==> src/lnd_pkg.sv <==
// lnd_pkg: constants, field layouts and carriers for the nvm defaults loader
// assumes a 20 MHz core clock and a 16-bit word nonvolatile store
package lnd_pkg;

  // clock and blink timing
  localparam int CLK_KHZ = 20000;
  localparam int BLINK_SLOW_MS = 200;
  localparam int BLINK_FAST_MS = 83;
  localparam int BLINK_SLOW_CYC = BLINK_SLOW_MS * CLK_KHZ;
  localparam int BLINK_FAST_CYC = BLINK_FAST_MS * CLK_KHZ;
  localparam int BLINK_CNT_W = 23;

  // nvm word indices; bus byte address is four times the index
  localparam logic [7:0] WIDX_ACT_LED = 8'h1c;
  localparam logic [7:0] WIDX_REV_PWR = 8'h1e;
  localparam logic [7:0] WIDX_LINK_LED = 8'h1f;

  // bus byte offsets
  localparam logic [7:0] OFS_LED_CTL = 8'h00;
  localparam logic [7:0] OFS_PWR_CFG = 8'h04;
  localparam logic [7:0] OFS_ID_CFG = 8'h08;
  localparam logic [7:0] OFS_STATUS = 8'h0c;
  localparam logic [7:0] OFS_ACT_WORD = {WIDX_ACT_LED[5:0], 2'b00};
  localparam logic [7:0] OFS_REV_WORD = {WIDX_REV_PWR[5:0], 2'b00};
  localparam logic [7:0] OFS_LINK_WORD = {WIDX_LINK_LED[5:0], 2'b00};

  // activity word fields
  localparam int ACT_BLINK_BIT = 7;
  localparam int ACT_FLIP_BIT = 6;
  localparam int ACT_SEL_LSB = 0;
  // revision word fields
  localparam int STATIC_OFF_BIT = 15;
  localparam int DYN_OFF_BIT = 14;
  localparam int CLASS_SEL_BIT = 11;
  localparam int PHY_POL_LSB = 8;
  localparam int REV_XOR_LSB = 0;
  // link word fields
  localparam int GIG_BLINK_BIT = 15;
  localparam int GIG_FLIP_BIT = 14;
  localparam int GIG_SEL_LSB = 8;
  localparam int LINK_BLINK_BIT = 7;
  localparam int LINK_FLIP_BIT = 6;
  localparam int BLINK_RATE_BIT = 5;
  localparam int LINK_SEL_LSB = 0;

  // status register fields
  localparam int ST_DONE_BIT = 0;
  localparam int ST_PDOWN_BIT = 1;
  localparam int ST_OFFPIN_BIT = 2;
  localparam int ST_REV_LSB = 8;

  // reset values of live fields, and the energy detect policy code
  localparam logic [3:0] ACT_SEL_RST = 4'h4;
  localparam logic [3:0] GIG_SEL_RST = 4'h7;
  localparam logic [3:0] LINK_SEL_RST = 4'h6;
  localparam logic [23:0] LAN_CLASS = 24'h020000;
  localparam logic [1:0] PHY_POL_NONE = 2'h0;
  localparam logic [1:0] PHY_POL_ED = 2'h1;

  // one led channel
  typedef struct packed {
    logic blink_en;
    logic polarity_flip;
    logic [3:0] source_sel;
  } lnd_led_t;

  // led control register image: act, gig, link, shared rate
  typedef struct packed {
    lnd_led_t act;
    lnd_led_t gig;
    lnd_led_t link;
    logic blink_fast;
  } lnd_led_ctl_t;

  // power and identity configuration
  typedef struct packed {
    logic static_off_en;
    logic dynamic_off_en;
    logic [1:0] phy_off_state_policy;
    logic class_alt;
    logic [7:0] revision_xor_value;
  } lnd_pwr_cfg_t;

  typedef enum logic [1:0] {
    LD_REQ = 2'b00,
    LD_WAIT = 2'b01,
    LD_DONE = 2'b10
  } lnd_ld_state_t;

endpackage

==> src/lnd_loader.sv <==
// lnd_loader: loads led and device-off defaults from nvm, holds live copies
// assumes nvm read port and power inputs on clk_sys, off pin asynchronous
//
// Added by the designer: the Avalon-MM slave port.
`timescale 1ns/10ps
module lnd_loader #(
  parameter logic [7:0] HW_REV_ID = 8'h01, // arbitrary value
  parameter logic [23:0] ALT_CLASS = 24'h020000,
  parameter int BLINK_SLOW = lnd_pkg::BLINK_SLOW_CYC,
  parameter int BLINK_FAST = lnd_pkg::BLINK_FAST_CYC
) (
  input wire logic clk_sys,
  input wire logic rst_n,
  // avalon-mm slave
  input wire logic [7:0] avs_address,
  input wire logic avs_read,
  input wire logic avs_write,
  input wire logic [31:0] avs_writedata,
  output logic [31:0] avs_readdata,
  output logic avs_waitrequest,
  // nvm read port
  output logic nvm_rd_req,
  output logic [7:0] nvm_rd_addr,
  input wire logic [15:0] nvm_rd_data,
  input wire logic nvm_rd_valid,
  // power inputs
  input wire logic power_off_request_n,
  input wire logic pcie_link_dr,
  input wire logic phy_wol_needed,
  // results
  output lnd_pkg::lnd_led_ctl_t led_control_reg,
  output logic blink_phase,
  output logic device_power_down,
  output logic phy_power_down,
  output logic phy_energy_detect,
  output logic [7:0] revision_id,
  output logic [23:0] class_code,
  output logic load_done
);
  import lnd_pkg::*;

  lnd_ld_state_t state_q, state_d;
  logic [1:0] word_q, word_d;
  logic req_q, req_d;
  logic [7:0] addr_d, addr_q;
  logic [15:0] act_word_q, rev_word_q, link_word_q;
  lnd_led_ctl_t led_q, led_d;
  lnd_pwr_cfg_t pwr_q, pwr_d;
  logic off_meta_q, off_sync_q;
  logic pdown_q, pdown_d;
  logic phy_pd_q, phy_ed_q;
  logic [7:0] rev_q;
  logic [23:0] class_q;
  logic wait_q, wait_d;
  logic [31:0] rdata_q, rdata_d;
  logic [BLINK_CNT_W-1:0] bcnt_q, bcnt_d;
  logic bphase_q, bphase_d;
  logic done_q;

  // reset image of the led register
  localparam lnd_led_ctl_t LED_RST = '{
    act: '{blink_en: 1'b1, polarity_flip: 1'b0, source_sel: ACT_SEL_RST},
    gig: '{blink_en: 1'b0, polarity_flip: 1'b0, source_sel: GIG_SEL_RST},
    link: '{blink_en: 1'b0, polarity_flip: 1'b0, source_sel: LINK_SEL_RST},
    blink_fast: 1'b0
  };

  // loader sequencing: three words in a fixed order
  wire logic got_word = (state_q == LD_WAIT) && nvm_rd_valid;
  wire logic is_done = (state_q == LD_DONE);
  wire logic [7:0] word_addr = (word_q == 2'd0) ? WIDX_ACT_LED :
                               (word_q == 2'd1) ? WIDX_REV_PWR : WIDX_LINK_LED;

  always_comb begin
    state_d = state_q;
    word_d = word_q;
    req_d = 1'b0;
    addr_d = addr_q;
    unique case (state_q)
      LD_REQ: begin // issue one read per word
        req_d = 1'b1;
        addr_d = word_addr;
        state_d = LD_WAIT;
      end
      LD_WAIT: begin
        if (nvm_rd_valid) begin
          if (word_q == 2'd2) begin
            state_d = LD_DONE;
          end else begin
            word_d = word_q + 2'd1;
            state_d = LD_REQ;
          end
        end
      end
      LD_DONE: begin
        state_d = LD_DONE;
      end
      default: begin
        state_d = LD_REQ;
      end
    endcase
  end

  // bus decode, only once loading has finished
  wire logic acc = (avs_read || avs_write) && wait_q && is_done;
  wire logic wr_go = avs_write && !wait_q;
  wire logic sel_led = (avs_address == OFS_LED_CTL);
  wire logic sel_pwr = (avs_address == OFS_PWR_CFG);
  wire logic sel_id = (avs_address == OFS_ID_CFG);
  wire logic sel_st = (avs_address == OFS_STATUS);
  wire logic sel_act = (avs_address == OFS_ACT_WORD);
  wire logic sel_rev = (avs_address == OFS_REV_WORD);
  wire logic sel_lnk = (avs_address == OFS_LINK_WORD);
  wire logic [31:0] wd = avs_writedata;

  // register views, status aside, in nvm word layout
  wire logic [31:0] led_view = {16'h0,
    led_q.gig.blink_en, led_q.gig.polarity_flip, 2'b00,
    led_q.gig.source_sel, led_q.link.blink_en, led_q.link.polarity_flip,
    led_q.blink_fast, 1'b0, led_q.link.source_sel} |
    {8'h0, led_q.act.blink_en, led_q.act.polarity_flip, 2'b00,
    led_q.act.source_sel, 16'h0};
  wire logic [31:0] pwr_view = {16'h0, pwr_q.static_off_en,
    pwr_q.dynamic_off_en, 4'h0, pwr_q.phy_off_state_policy, 8'h0};
  wire logic [31:0] id_view = {20'h0, pwr_q.class_alt, 3'b000,
    pwr_q.revision_xor_value};
  wire logic [31:0] st_view = {16'h0, rev_q, 5'h0, off_sync_q, pdown_q,
    1'b1};
  wire logic [31:0] rd_mux = sel_led ? led_view :
                             sel_pwr ? pwr_view :
                             sel_id ? id_view :
                             sel_st ? st_view :
                             sel_act ? {16'h0, act_word_q} :
                             sel_rev ? {16'h0, rev_word_q} :
                             sel_lnk ? {16'h0, link_word_q} : 32'h0;

  // waitrequest drops for one cycle after a request is seen
  always_comb begin
    wait_d = 1'b1;
    rdata_d = rdata_q;
    if (acc) begin
      wait_d = 1'b0;
      rdata_d = avs_read ? rd_mux : 32'h0;
    end
  end

  // live led fields: nvm load first, software writes afterwards
  always_comb begin
    led_d = led_q;
    if (got_word && word_q == 2'd0) begin
      led_d.act.blink_en = nvm_rd_data[ACT_BLINK_BIT];
      led_d.act.polarity_flip = nvm_rd_data[ACT_FLIP_BIT];
      led_d.act.source_sel = nvm_rd_data[ACT_SEL_LSB +: 4];
    end
    if (got_word && word_q == 2'd2) begin
      led_d.gig.blink_en = nvm_rd_data[GIG_BLINK_BIT];
      led_d.gig.polarity_flip = nvm_rd_data[GIG_FLIP_BIT];
      led_d.gig.source_sel = nvm_rd_data[GIG_SEL_LSB +: 4];
      led_d.link.blink_en = nvm_rd_data[LINK_BLINK_BIT];
      led_d.link.polarity_flip = nvm_rd_data[LINK_FLIP_BIT];
      led_d.blink_fast = nvm_rd_data[BLINK_RATE_BIT];
      led_d.link.source_sel = nvm_rd_data[LINK_SEL_LSB +: 4];
    end
    if (wr_go && sel_led) begin // software write wins after load
      led_d.act.blink_en = wd[16 + ACT_BLINK_BIT];
      led_d.act.polarity_flip = wd[16 + ACT_FLIP_BIT];
      led_d.act.source_sel = wd[16 + ACT_SEL_LSB +: 4];
      led_d.gig.blink_en = wd[GIG_BLINK_BIT];
      led_d.gig.polarity_flip = wd[GIG_FLIP_BIT];
      led_d.gig.source_sel = wd[GIG_SEL_LSB +: 4];
      led_d.link.blink_en = wd[LINK_BLINK_BIT];
      led_d.link.polarity_flip = wd[LINK_FLIP_BIT];
      led_d.blink_fast = wd[BLINK_RATE_BIT];
      led_d.link.source_sel = wd[LINK_SEL_LSB +: 4];
    end
  end

  // power and identity fields from the revision word or software
  always_comb begin
    pwr_d = pwr_q;
    if (got_word && word_q == 2'd1) begin
      pwr_d.static_off_en = nvm_rd_data[STATIC_OFF_BIT];
      pwr_d.dynamic_off_en = nvm_rd_data[DYN_OFF_BIT];
      pwr_d.phy_off_state_policy = nvm_rd_data[PHY_POL_LSB +: 2];
      pwr_d.class_alt = nvm_rd_data[CLASS_SEL_BIT];
      pwr_d.revision_xor_value = nvm_rd_data[REV_XOR_LSB +: 8];
    end
    if (wr_go && sel_pwr) begin
      pwr_d.static_off_en = wd[STATIC_OFF_BIT];
      pwr_d.dynamic_off_en = wd[DYN_OFF_BIT];
      pwr_d.phy_off_state_policy = wd[PHY_POL_LSB +: 2];
    end
    if (wr_go && sel_id) begin
      pwr_d.class_alt = wd[CLASS_SEL_BIT];
      pwr_d.revision_xor_value = wd[REV_XOR_LSB +: 8];
    end
  end

  // power-down decision; both modes simply or together if misprogrammed
  always_comb begin
    pdown_d = (pwr_q.static_off_en && !off_sync_q) ||
              (pwr_q.dynamic_off_en && pcie_link_dr &&
               !phy_wol_needed);
  end

  // shared blink timebase, half period per selected rate
  wire logic [BLINK_CNT_W-1:0] half_per = led_q.blink_fast ?
    BLINK_CNT_W'(BLINK_FAST - 1) : BLINK_CNT_W'(BLINK_SLOW - 1);
  always_comb begin
    bcnt_d = bcnt_q + 1'b1;
    bphase_d = bphase_q;
    if (bcnt_q >= half_per) begin
      bcnt_d = '0;
      bphase_d = !bphase_q;
    end
  end

  // loader and bus flops
  always_ff @(posedge clk_sys) begin
    if (!rst_n) begin
      state_q <= LD_REQ;
      done_q <= 1'b0;
      word_q <= 2'd0;
      req_q <= 1'b0;
      addr_q <= 8'h0;
      wait_q <= 1'b1;
      rdata_q <= 32'h0;
    end else begin
      state_q <= state_d;
      done_q <= (state_d == LD_DONE); // done flag straight from a flop
      word_q <= word_d;
      req_q <= req_d;
      addr_q <= addr_d;
      wait_q <= wait_d;
      rdata_q <= rdata_d;
    end
  end

  // captured raw words for readback
  always_ff @(posedge clk_sys) begin
    if (!rst_n) begin
      act_word_q <= 16'h0;
      rev_word_q <= 16'h0;
      link_word_q <= 16'h0;
    end else if (got_word) begin
      if (word_q == 2'd0) act_word_q <= nvm_rd_data;
      if (word_q == 2'd1) rev_word_q <= nvm_rd_data;
      if (word_q == 2'd2) link_word_q <= nvm_rd_data;
    end
  end

  // live configuration flops
  always_ff @(posedge clk_sys) begin
    if (!rst_n) begin
      led_q <= LED_RST;
      pwr_q <= '0;
    end else begin
      led_q <= led_d;
      pwr_q <= pwr_d;
    end
  end

  // off pin synchroniser, then power and identity outputs
  always_ff @(posedge clk_sys) begin
    if (!rst_n) begin
      off_meta_q <= 1'b1;
      off_sync_q <= 1'b1;
      pdown_q <= 1'b0;
      phy_pd_q <= 1'b0;
      phy_ed_q <= 1'b0;
      rev_q <= HW_REV_ID;
      class_q <= LAN_CLASS;
    end else begin
      off_meta_q <= power_off_request_n;
      off_sync_q <= off_meta_q;
      pdown_q <= pdown_d;
      phy_pd_q <= pdown_d &&
        (pwr_q.phy_off_state_policy != PHY_POL_NONE);
      phy_ed_q <= pdown_d &&
        (pwr_q.phy_off_state_policy == PHY_POL_ED);
      rev_q <= HW_REV_ID ^ pwr_q.revision_xor_value;
      class_q <= pwr_q.class_alt ? ALT_CLASS : LAN_CLASS;
    end
  end

  // blink timebase flops
  always_ff @(posedge clk_sys) begin
    if (!rst_n) begin
      bcnt_q <= '0;
      bphase_q <= 1'b0;
    end else begin
      bcnt_q <= bcnt_d;
      bphase_q <= bphase_d;
    end
  end

  // outputs straight from flops
  assign avs_readdata = rdata_q;
  assign avs_waitrequest = wait_q;
  assign nvm_rd_req = req_q;
  assign nvm_rd_addr = addr_q;
  assign led_control_reg = led_q;
  assign blink_phase = bphase_q;
  assign device_power_down = pdown_q;
  assign phy_power_down = phy_pd_q;
  assign phy_energy_detect = phy_ed_q;
  assign revision_id = rev_q;
  assign class_code = class_q;
  assign load_done = done_q;

endmodule

==> config.mk <==
export PLATFORM = sky130hd
export DESIGN_NAME = lnd_loader
export DESIGN_NICKNAME = d
export VERILOG_FILES = /design/src/lnd_pkg.sv /design/src/lnd_loader.sv
export SDC_FILE = /design/constraint.sdc
export NUM_CORES = 1
export LEC_CHECK = 0
export CORE_MARGIN = 2
export CORE_UTILIZATION = 60
export DETAILED_ROUTE_END_ITERATION = 7
export DONT_BUFFER_PORTS = 1
export PLACE_DENSITY = 0.8
export SLEW_MARGIN = 10
export SYNTH_ARGS = -nofsm -noshare
export SYNTH_HDL_FRONTEND = slang
export SYNTH_SLANG_ARGS = --single-unit
export TNS_END_PERCENT = 20
==> constraint.sdc <==
create_clock -name clk_sys -period 2.6 [get_ports clk_sys]
set_clock_uncertainty 0.05 [all_clocks]
set_input_delay 0.26 -clock clk_sys [delete_from_list [all_inputs] [get_ports clk_sys]]
set_output_delay 0.26 -clock clk_sys [all_outputs]
set_load 0.03 [all_outputs]
== Yosys cells after proc, flatten, opt, wreduce, memory -nomap -nowiden ==
Cells that the tools add are included.

* Register bits after elaboration: 164
* Memories kept: 0
* Bits in writable memories: 0
* Memory bits (read-only): 0
* Latch bits: 0
* Output and inout bits: 98

* Magnitude comparators: 1
* Multiply operators: 0
* Multiplexer cells: 22
* Div/mod/pow operators: 0
* Equal/unequal tests: 12
* Add/subtract/negate cells: 2
* Shifts and indexed selects: 0
* Bitwise operators: 4
* Reductions and logical operators: 34

{| class="wikitable"
|+ Operator list
! kind !! number
|-
| two-way mux 16 bit || 6
|-
| two-way mux 24 bit || 2
|-
| two-way mux 13 bit || 2
|-
| equality test 8 x 7 -> 1 bit (second input constant) || 3
|-
| bitwise OR 16 x 24 -> 24 bit || 1
|-
| adder 23 x 1 -> 23 bit (second input constant) || 1
|-
| greater-or-equal comparator 23 x 22 -> 1 bit || 1
|-
| two-way mux 22 bit || 1
|-
| two-way mux 19 bit || 1
|-
| equality test 8 x 4 -> 1 bit (second input constant) || 2
|-
| logical AND 1 bit || 15
|-
| nonzero test 2 bit || 5
|-
| two-way mux 9 bit || 1
|-
| equality test 8 x 3 -> 1 bit (second input constant) || 1
|-
| zero test 8 bit || 1
|-
| equality test 2 x 1 -> 1 bit (second input constant) || 3
|-
| equality test 2 bit (second input constant) || 3
|-
| two-way mux 2 bit || 3
|-
| two-way mux 6 bit || 1
|-
| one-hot mux 2 bit (3 select lines) || 1
|-
| AND reduction 2 bit || 3
|-
| zero test 1 bit || 4
|-
| zero test 2 bit || 2
|-
| two-way mux 4 bit || 1
|-
| other kinds (6) || 11
|}

== Logic depth before layout (Yosys ltp) ==
Gate-level depths: netlist (run 1).

* Word-level depth: 9
* Depth in mapped cells: 8
* Depth with buffers taken out: 7

== Least setup slack after synthesis (run 1) ==
No wires, ideal clock.

* Path kind: flip-flop to flip-flop
* Start: register led_q, in the netlist led_control_reg[0]
* End: register bcnt_q[7]
* Setup slack: 0.371 ns
* Clock period less this slack: 2.229 ns
* Path buffers: 1
* Required time: 2.486 ns
* Cell stages (with the launch flop): 9
* Data arrival time: 2.115 ns
* Cells stage by stage: dfxtp_1 inv_1 ha_1 a211o_1 a22oi_1 and4_1 a22oi_2 buf_2 nor2_1

* Longest elaborated chain between the ends: 3

{| class="wikitable"
|+ Ends and longest elaborated chain
! what !! RTL line !! text
|-
| from (decl) || lnd_loader.sv:47 || <nowiki>lnd_led_ctl_t led_q, led_d;</nowiki>
|-
| from (signal assigned) || lnd_loader.sv:258 || <nowiki>led_q <= led_d;</nowiki>
|-
| two-way mux 22 bit || lnd_loader.sv:207 || <nowiki>wire logic [BLINK_CNT_W-1:0] half_per = led_q.blink_fast ?</nowiki>
|-
| greater-or-equal comparator 23 x 22 -> 1 bit || lnd_loader.sv:212 || <nowiki>if (bcnt_q >= half_per) begin</nowiki>
|-
| OR reduction 2 bit (no source line) || n/a ||
|-
| to (signal assigned) || lnd_loader.sv:292 || <nowiki>bcnt_q <= bcnt_d;</nowiki>
|-
| to (decl) || lnd_loader.sv:56 || <nowiki>logic [BLINK_CNT_W-1:0] bcnt_q, bcnt_d;</nowiki>
|}

No other way between the ends.
A chain may end at the register's enable or synchronous reset.

== Worst setup path in the final report (run 1) ==
* Start: register wait_q, in the netlist avs_waitrequest
* End: register led_q, in the netlist led_control_reg[18]

* Longest elaborated chain between the ends: 4
* Elaborated cells between the ends (all ways): 5
* Classes of those cells: mux (1); reduce/logical (4)

{| class="wikitable"
|+ Ends and longest elaborated chain
! what !! RTL line !! text
|-
| from (decl) || lnd_loader.sv:54 || <nowiki>logic wait_q, wait_d;</nowiki>
|-
| from (signal assigned) || lnd_loader.sv:234 || <nowiki>wait_q <= wait_d;</nowiki>
|-
| zero test 1 bit * || lnd_loader.sv:106 || <nowiki>wire logic wr_go = avs_write && !wait_q;</nowiki>
|-
| logical AND 1 bit * || lnd_loader.sv:106 ||
|-
| logical AND 1 bit * || lnd_loader.sv:164 || <nowiki>if (wr_go && sel_led) begin</nowiki>
|-
| two-way mux 19 bit / nonzero test 2 bit (equally long branches) || n/a ||
|}

Every way passes the cells marked *; elsewhere a longest branch is shown, timed or not.

==> impl_metrics.yaml, run 1 <==
clock_network:
  tritoncts: "built"
  cts_buffers: 17
  cts.sinks: 149
  insertion_delay_ns: 0.44
  post-cts-setup-buffers: 0
  htreeDepth: 4
  clockBufferDepth: 2
  clk_pin_slew_ns: 0.06
  cts_root_buf: "clkbuf_16"
final_layout:
  n_fill_cell: 884
  multi_input_area_um2: 3550
  regArea_um2: 2983
  largest_reg_flops: 23
  syn2layout_area_growth_pct: 12.71
  layout.nets: 954
  fin_util_pct: 69.19
  drive_gt1_share_pct: 8.315
yosys:
  synth_edf_count: 0
  synth-seq-cells: 149
  ys_types: 66
  yosysWarnings: 0
  async_flop_share_pct: 0
  syn_area_per_cell_um2: 8.150
  yosysSeqAreaShare_pct: 42.56
  ys.flop_type: "dfxtp_1"
  synth.cell_area_um2: 7009
  synth_cells: 860
route:
  wl_met1_um: 7685
  wl_met3_um: 2066
  drt-pass1-iter-count: 5
  top_layer_used: "met4"
  via_count: 6370
  wl_met2_um: 9249
  drc: 0
  antenna_left: 0
  wirelength_um: 19600
  wl_per_cell_um: 18.95
  vias_per_cell: 6.161
  drt-initial-drc-count: 853
placement:
  hpwl_um: 13260
  port_buffers: 0
  gp_congestion: 0.9057
  preCtsSetupSlack_ns: 0.4471
sta:
  rsz0062_at_grt: "false"
  finalSetupViolCount: 0
  tns_ns: 0
  setup_ws_ns: 0.1971
  slew_viol_final: 0
  period_minus_slack_ns: 2.403
  fin_crit_sh_pct: 92.42
  hold_violations: 0
  worst_hold_slack_ns: 0.03020
  worst_pin_slew_ns: 1.098
  fmax_ghz: 0.4162
  relSlewSlack_pct: 26.57
worst_setup_path:
  worst_setup_path_start_kind: "register"
  r2r_start: "avs_waitrequest"
  startpoint: "avs_waitrequest"
  cp-end-kind: "register"
  rr_worst_depth: 5
  worstSetupPathType: "register to register"
  crit_required_ns: 2.87
  cp_max_fo: 28
  arrival_ns: 2.68
grt:
  gr-total-overflow: 0
  grt_pass1_wl_um: 31420
  antenna_found_initial: 1
  grt_pass1_vias: 6074
  grt_start_max_net_pins: 62
  grt.total_usage_pct: 31.31
min_path:
  worst_hold_startpoint: "rst_n"
  hold_depth: 2
  worstHoldPathType: "primary input to register"
power:
  p_leak_uw: 0.003006
  power_density_nw_per_um2: 691.1
  peakVddDrop_mv: 0.5329
flow_run:
  maxCapViolations: 0
die:
  start_util_pct: 61.39
  placementRows: 39
  die_h_um: 112.1
  pin_count: 162
  die_w_um: 112.1
  die-area_um2: 12560
  core_area_um2: 11420
outcome:
  status: "complete, no violations"
## layout by cell type, fill, tap and decap left out, drive strengths merged, types with 15 or more instances in the layout
cell type    count
nand2          166
dfxtp          149
nor2            90
a21oi           65
dlygate4sd3     39
conb            37
and3            35
nor3            33
nand3           25
clkbuf          23
o21ai           21
a22oi           20
buf             17
xor2            15
## timing repair
| item | CTS | global route |
|---|---|---|
| hold endpoints to repair | 104 | 0 |
| endpoints found under the setup margin | 0 | 0 |
| hold buffers | 39 | 0 |
| gates resized for setup | 0 | 0 |
## cell type report
class                           instances  share of cell area [%]
Antenna cell                            1                 0.03168
Clock buffer                           23                   6.050
Clock inverter                          8                   1.869
Inverter                                8                  0.3801
Multi-Input combinational cell        646                   44.93
Sequential cell                       149                   37.76
Tap cell                              143                   2.265
Timing Repair Buffer                   56                   6.715
## cell usage after synthesis (3+ instances only)
master,n,area share [%]
a32o_1,3,0.43
nor4_1,5,0.45
and3_1,35,3.1
o32ai_1,4,0.50
nand2_1,163,8.7
a21oi_1,65,4.6
ha_1,12,2.1
nand4_1,8,0.71
xnor2_1,6,0.75
a311oi_1,3,0.37
and2_1,12,1.1
inv_1,7,0.37
xor2_1,15,1.9
o21ai_1,5,0.36
nand2_2,3,0.27
buf_4,47,5.0
mux2i_1,4,0.57
and4_1,4,0.50
o22ai_1,3,0.27
a21boi_0,3,0.32
nor3b_1,4,0.43
o31ai_1,9,0.96
a22oi_1,19,2.0
buf_6,4,0.64
a221oi_1,7,0.87
nor3_2,10,1.4
a31oi_1,5,0.45
o21ai_0,16,1.1
nand2b_1,7,0.62
dfxtp_1,149,43
buf_2,21,1.5
nor3_1,23,1.6
clkbuf_1,20,1.1
nor2b_1,7,0.62
nand3_1,24,1.7
nor2_1,88,4.7
mux2_2,4,0.64
## logic make-up (layout without fill, tap and decap cells)
| logic type | Yosys count | in the layout | synth area share, % |
|---|---|---|---|
| compound gates | 159 | 159 | 14.71 |
| xor+xnor | 21 | 21 | 2.624 |
| fa+ha+maj | 12 | 12 | 2.142 |
| buf+inv | 100 | 95 | 8.675 |
| flops | 149 | 149 | 42.56 |
| mux | 8 | 8 | 1.214 |
| other cells | 2 | 38 | 0.1071 |
| simple gates | 409 | 409 | 27.97 |
## stage by stage
stage	total power [uW]	instances	cell area, um^2
6_report	5460	1034	7900
5_1_grt	5598	1034	7900
4_1_cts	5445	1033	7898
2_1_floorplan	2811	895	7141
3_5_place_dp	2808	963	6882
3_3_place_gp	2792	963	6882
## routing by layer
layer  up-vias  global-route usage [%]
met5         -                       0
li1       2937                       -
met1      3029                   38.26
met3        58                   11.34
met2       346                   49.80
met4         0                   14.07
## critical path, stage by stage, from the launching register on
cell     delay, ns
dfxtp_1       0.43
nor2b_1       0.50
nand4_1       0.48
buf_12        0.33
and3_1        0.19
o21ai_0       0.29
## report_power, final
group	internal [uW]	switching, uW	leakage [uW]
Combinational	137	254	0.00150
Clock	1670	948	0.000295
Sequential	2350	95.8	0.00121
## worst paths after layout
path,end,slack (ns)
max,led_control_reg[18],0.20
min,avs_readdata[4],0.03
min reg2reg,off_sync_q,0.37
max reg2reg,led_control_reg[18],0.20
Note: power is estimated with default switching activity, not from simulation.
==> inputs of run 2 (changes only) <==
==> constraint.sdc (replaced) <==
create_clock -name clk_sys -period 2.6 [get_ports clk_sys]
set_clock_uncertainty 0.05 [all_clocks]
set_input_delay 0.52 -clock clk_sys [delete_from_list [all_inputs] [get_ports clk_sys]]
set_output_delay 0.52 -clock clk_sys [all_outputs]
set_load 0.03 [all_outputs]
==> impl_metrics.yaml, run 2 (synthesized netlist as in run 1, its figures left out) <==
outcome:
  status: "complete, no violations"
worst_setup_path:
  worstSetupPathType: "register to register"
  rr_worst_depth: 8
  cp_max_fo: 23
  rrSetupSlack_ns: 0.50
  worst_setup_path_start_kind: "register"
  crit_required_ns: 2.91
  cp-end-kind: "register"
  arrival_ns: 2.41
die:
  start_util_pct: 61.39
  pin_count: 162
  die-area_um2: 12560
  placementRows: 39
  die_h_um: 112.1
  die_w_um: 112.1
  core_area_um2: 11420
clock_network:
  cts_root_buf: "clkbuf_16"
  clockBufferDepth: 2
  insertion_delay_ns: 0.43
  hold_buffers: 0
  post-cts-setup-buffers: 0
  htreeDepth: 4
  cts_buffers: 17
  cts.sinks: 149
  cts_resized: 0
  clk_pin_slew_ns: 0.06
  tritoncts: "built"
min_path:
  hold_depth: 1
  worstHoldPathType: "primary input to register"
route:
  wirelength_um: 18950
  via_count: 6056
  drc: 0
  antenna_left: 0
  vias_per_cell: 6.044
  drt-pass1-iter-count: 6
  wl_per_cell_um: 18.91
  drt-initial-drc-count: 577
sta:
  worst_hold_slack_ns: 0.1166
  slew_viol_final: 0
  period_minus_slack_ns: 2.102
  relSlewSlack_pct: 41.40
  worst_pin_slew_ns: 0.8777
  fmax_ghz: 0.4758
  rsz0062_at_grt: "false"
  fin_crit_sh_pct: 80.84
  tns_ns: 0
  setup_ws_ns: 0.4981
  hold_violations: 0
  finalSetupViolCount: 0
grt:
  grtUsageMet2_pct: 48.11
  grt.total_usage_pct: 30.23
  grt_pass1_vias: 5818
  gr-max-usage-layer: "met2"
  gr-total-overflow: 0
  grt_use_met1_pct: 37.85
  grt_start_max_net_pins: 40
  antenna_found_initial: 1
  grt_pass1_wl_um: 30150
  grt_use_met3_pct: 10.64
final_layout:
  layout.nets: 922
  layout.cells.most_common: "nand2_1"
  syn2layout_area_growth_pct: 7.622
  final_area_um2: 7543
  n_fill_cell: 948
  drive_gt1_share_pct: 9.895
  diodes: 0
  fin_util_pct: 66.06
  largest_reg_flops: 23
  mostFrequentLayoutCells: "nand2_1 (163), dfxtp_1 (149), nor2_1 (88)"
power:
  p_leak_uw: 0.002871
  power_density_nw_per_um2: 699.8
  peakVddDrop_mv: 0.4775
placement:
  port_buffers: 0
  gp_congestion: 0.9562
  hpwl_um: 13550
  place_area_um2: 6934
  preCtsSetupSlack_ns: 0.4466
flow_run:
  maxCapViolations: 0
## run 2: changes by cell type in the layout (fill, tap and decap cells not counted)
cell,previous run,this run
clkinvlp_4,3,5
dlygate4sd3_1,39,0
diode_2,1,0
clkinv_4,0,1
clkinv_2,1,4
clkbuf_8,3,2
bufinv_16,4,3
clkbuf_1,3,0
buf_4,16,23
## run 2: per-stage QoR
step | total power (uW) | instances
6_report | 5279 | 1002
5_1_grt | 5437 | 1002
4_1_cts | 5284 | 1002
3_5_place_dp | 2810 | 970
3_3_place_gp | 2795 | 970
2_1_floorplan | 2811 | 895
## run 2: report_power, final
part / switching (uW) / total (uW) / leakage [uW] / internal [uW]
registers: 93.9 / 2440 / 0.00121 / 2350
clock network: 962 / 2510 / 0.000287 / 1550
logic: 223 / 323 / 0.00138 / 101
## run 2: area by class of cell
cell class	instances	area [um^2]	share of cell area, %
multi-input combinational	646	3550	47.06
clock inverter	13	156.4	2.073
clock buffer	19	452.9	6.004
inverter	8	30.03	0.3981
tap	143	178.9	2.372
timing repair buffer	24	192.7	2.554
sequential	149	2983	39.54
## run 2: worst paths after layout
check / end / start
worst max-delay path: bcnt_q[16] / led_control_reg[0]
worst min-delay path: revision_id[0] / rst_n
worst max register to register: bcnt_q[16] / led_control_reg[0]
worst min register to register: off_sync_q / off_meta_q
## run 2: routing by layer
| layer | vias to the layer above | share of wire [%] |
|---|---|---|
| met3 | 37 | 11 |
| met5 | - | 0 |
| met2 | 287 | 47 |
| li1 | 2869 | - |
| met1 | 2863 | 40 |
| met4 | 0 | 2.3 |
## run 2: worst max-delay path, cell delays in order (launching register included)
cell and delay (ns):
dfxtp_1 0.33, inv_1 0.11, ha_1 0.33, a211o_1 0.26, a22oi_1 0.27, and4_1 0.26, a22oi_2 0.06, buf_4 0.23
nor2_1 0.14
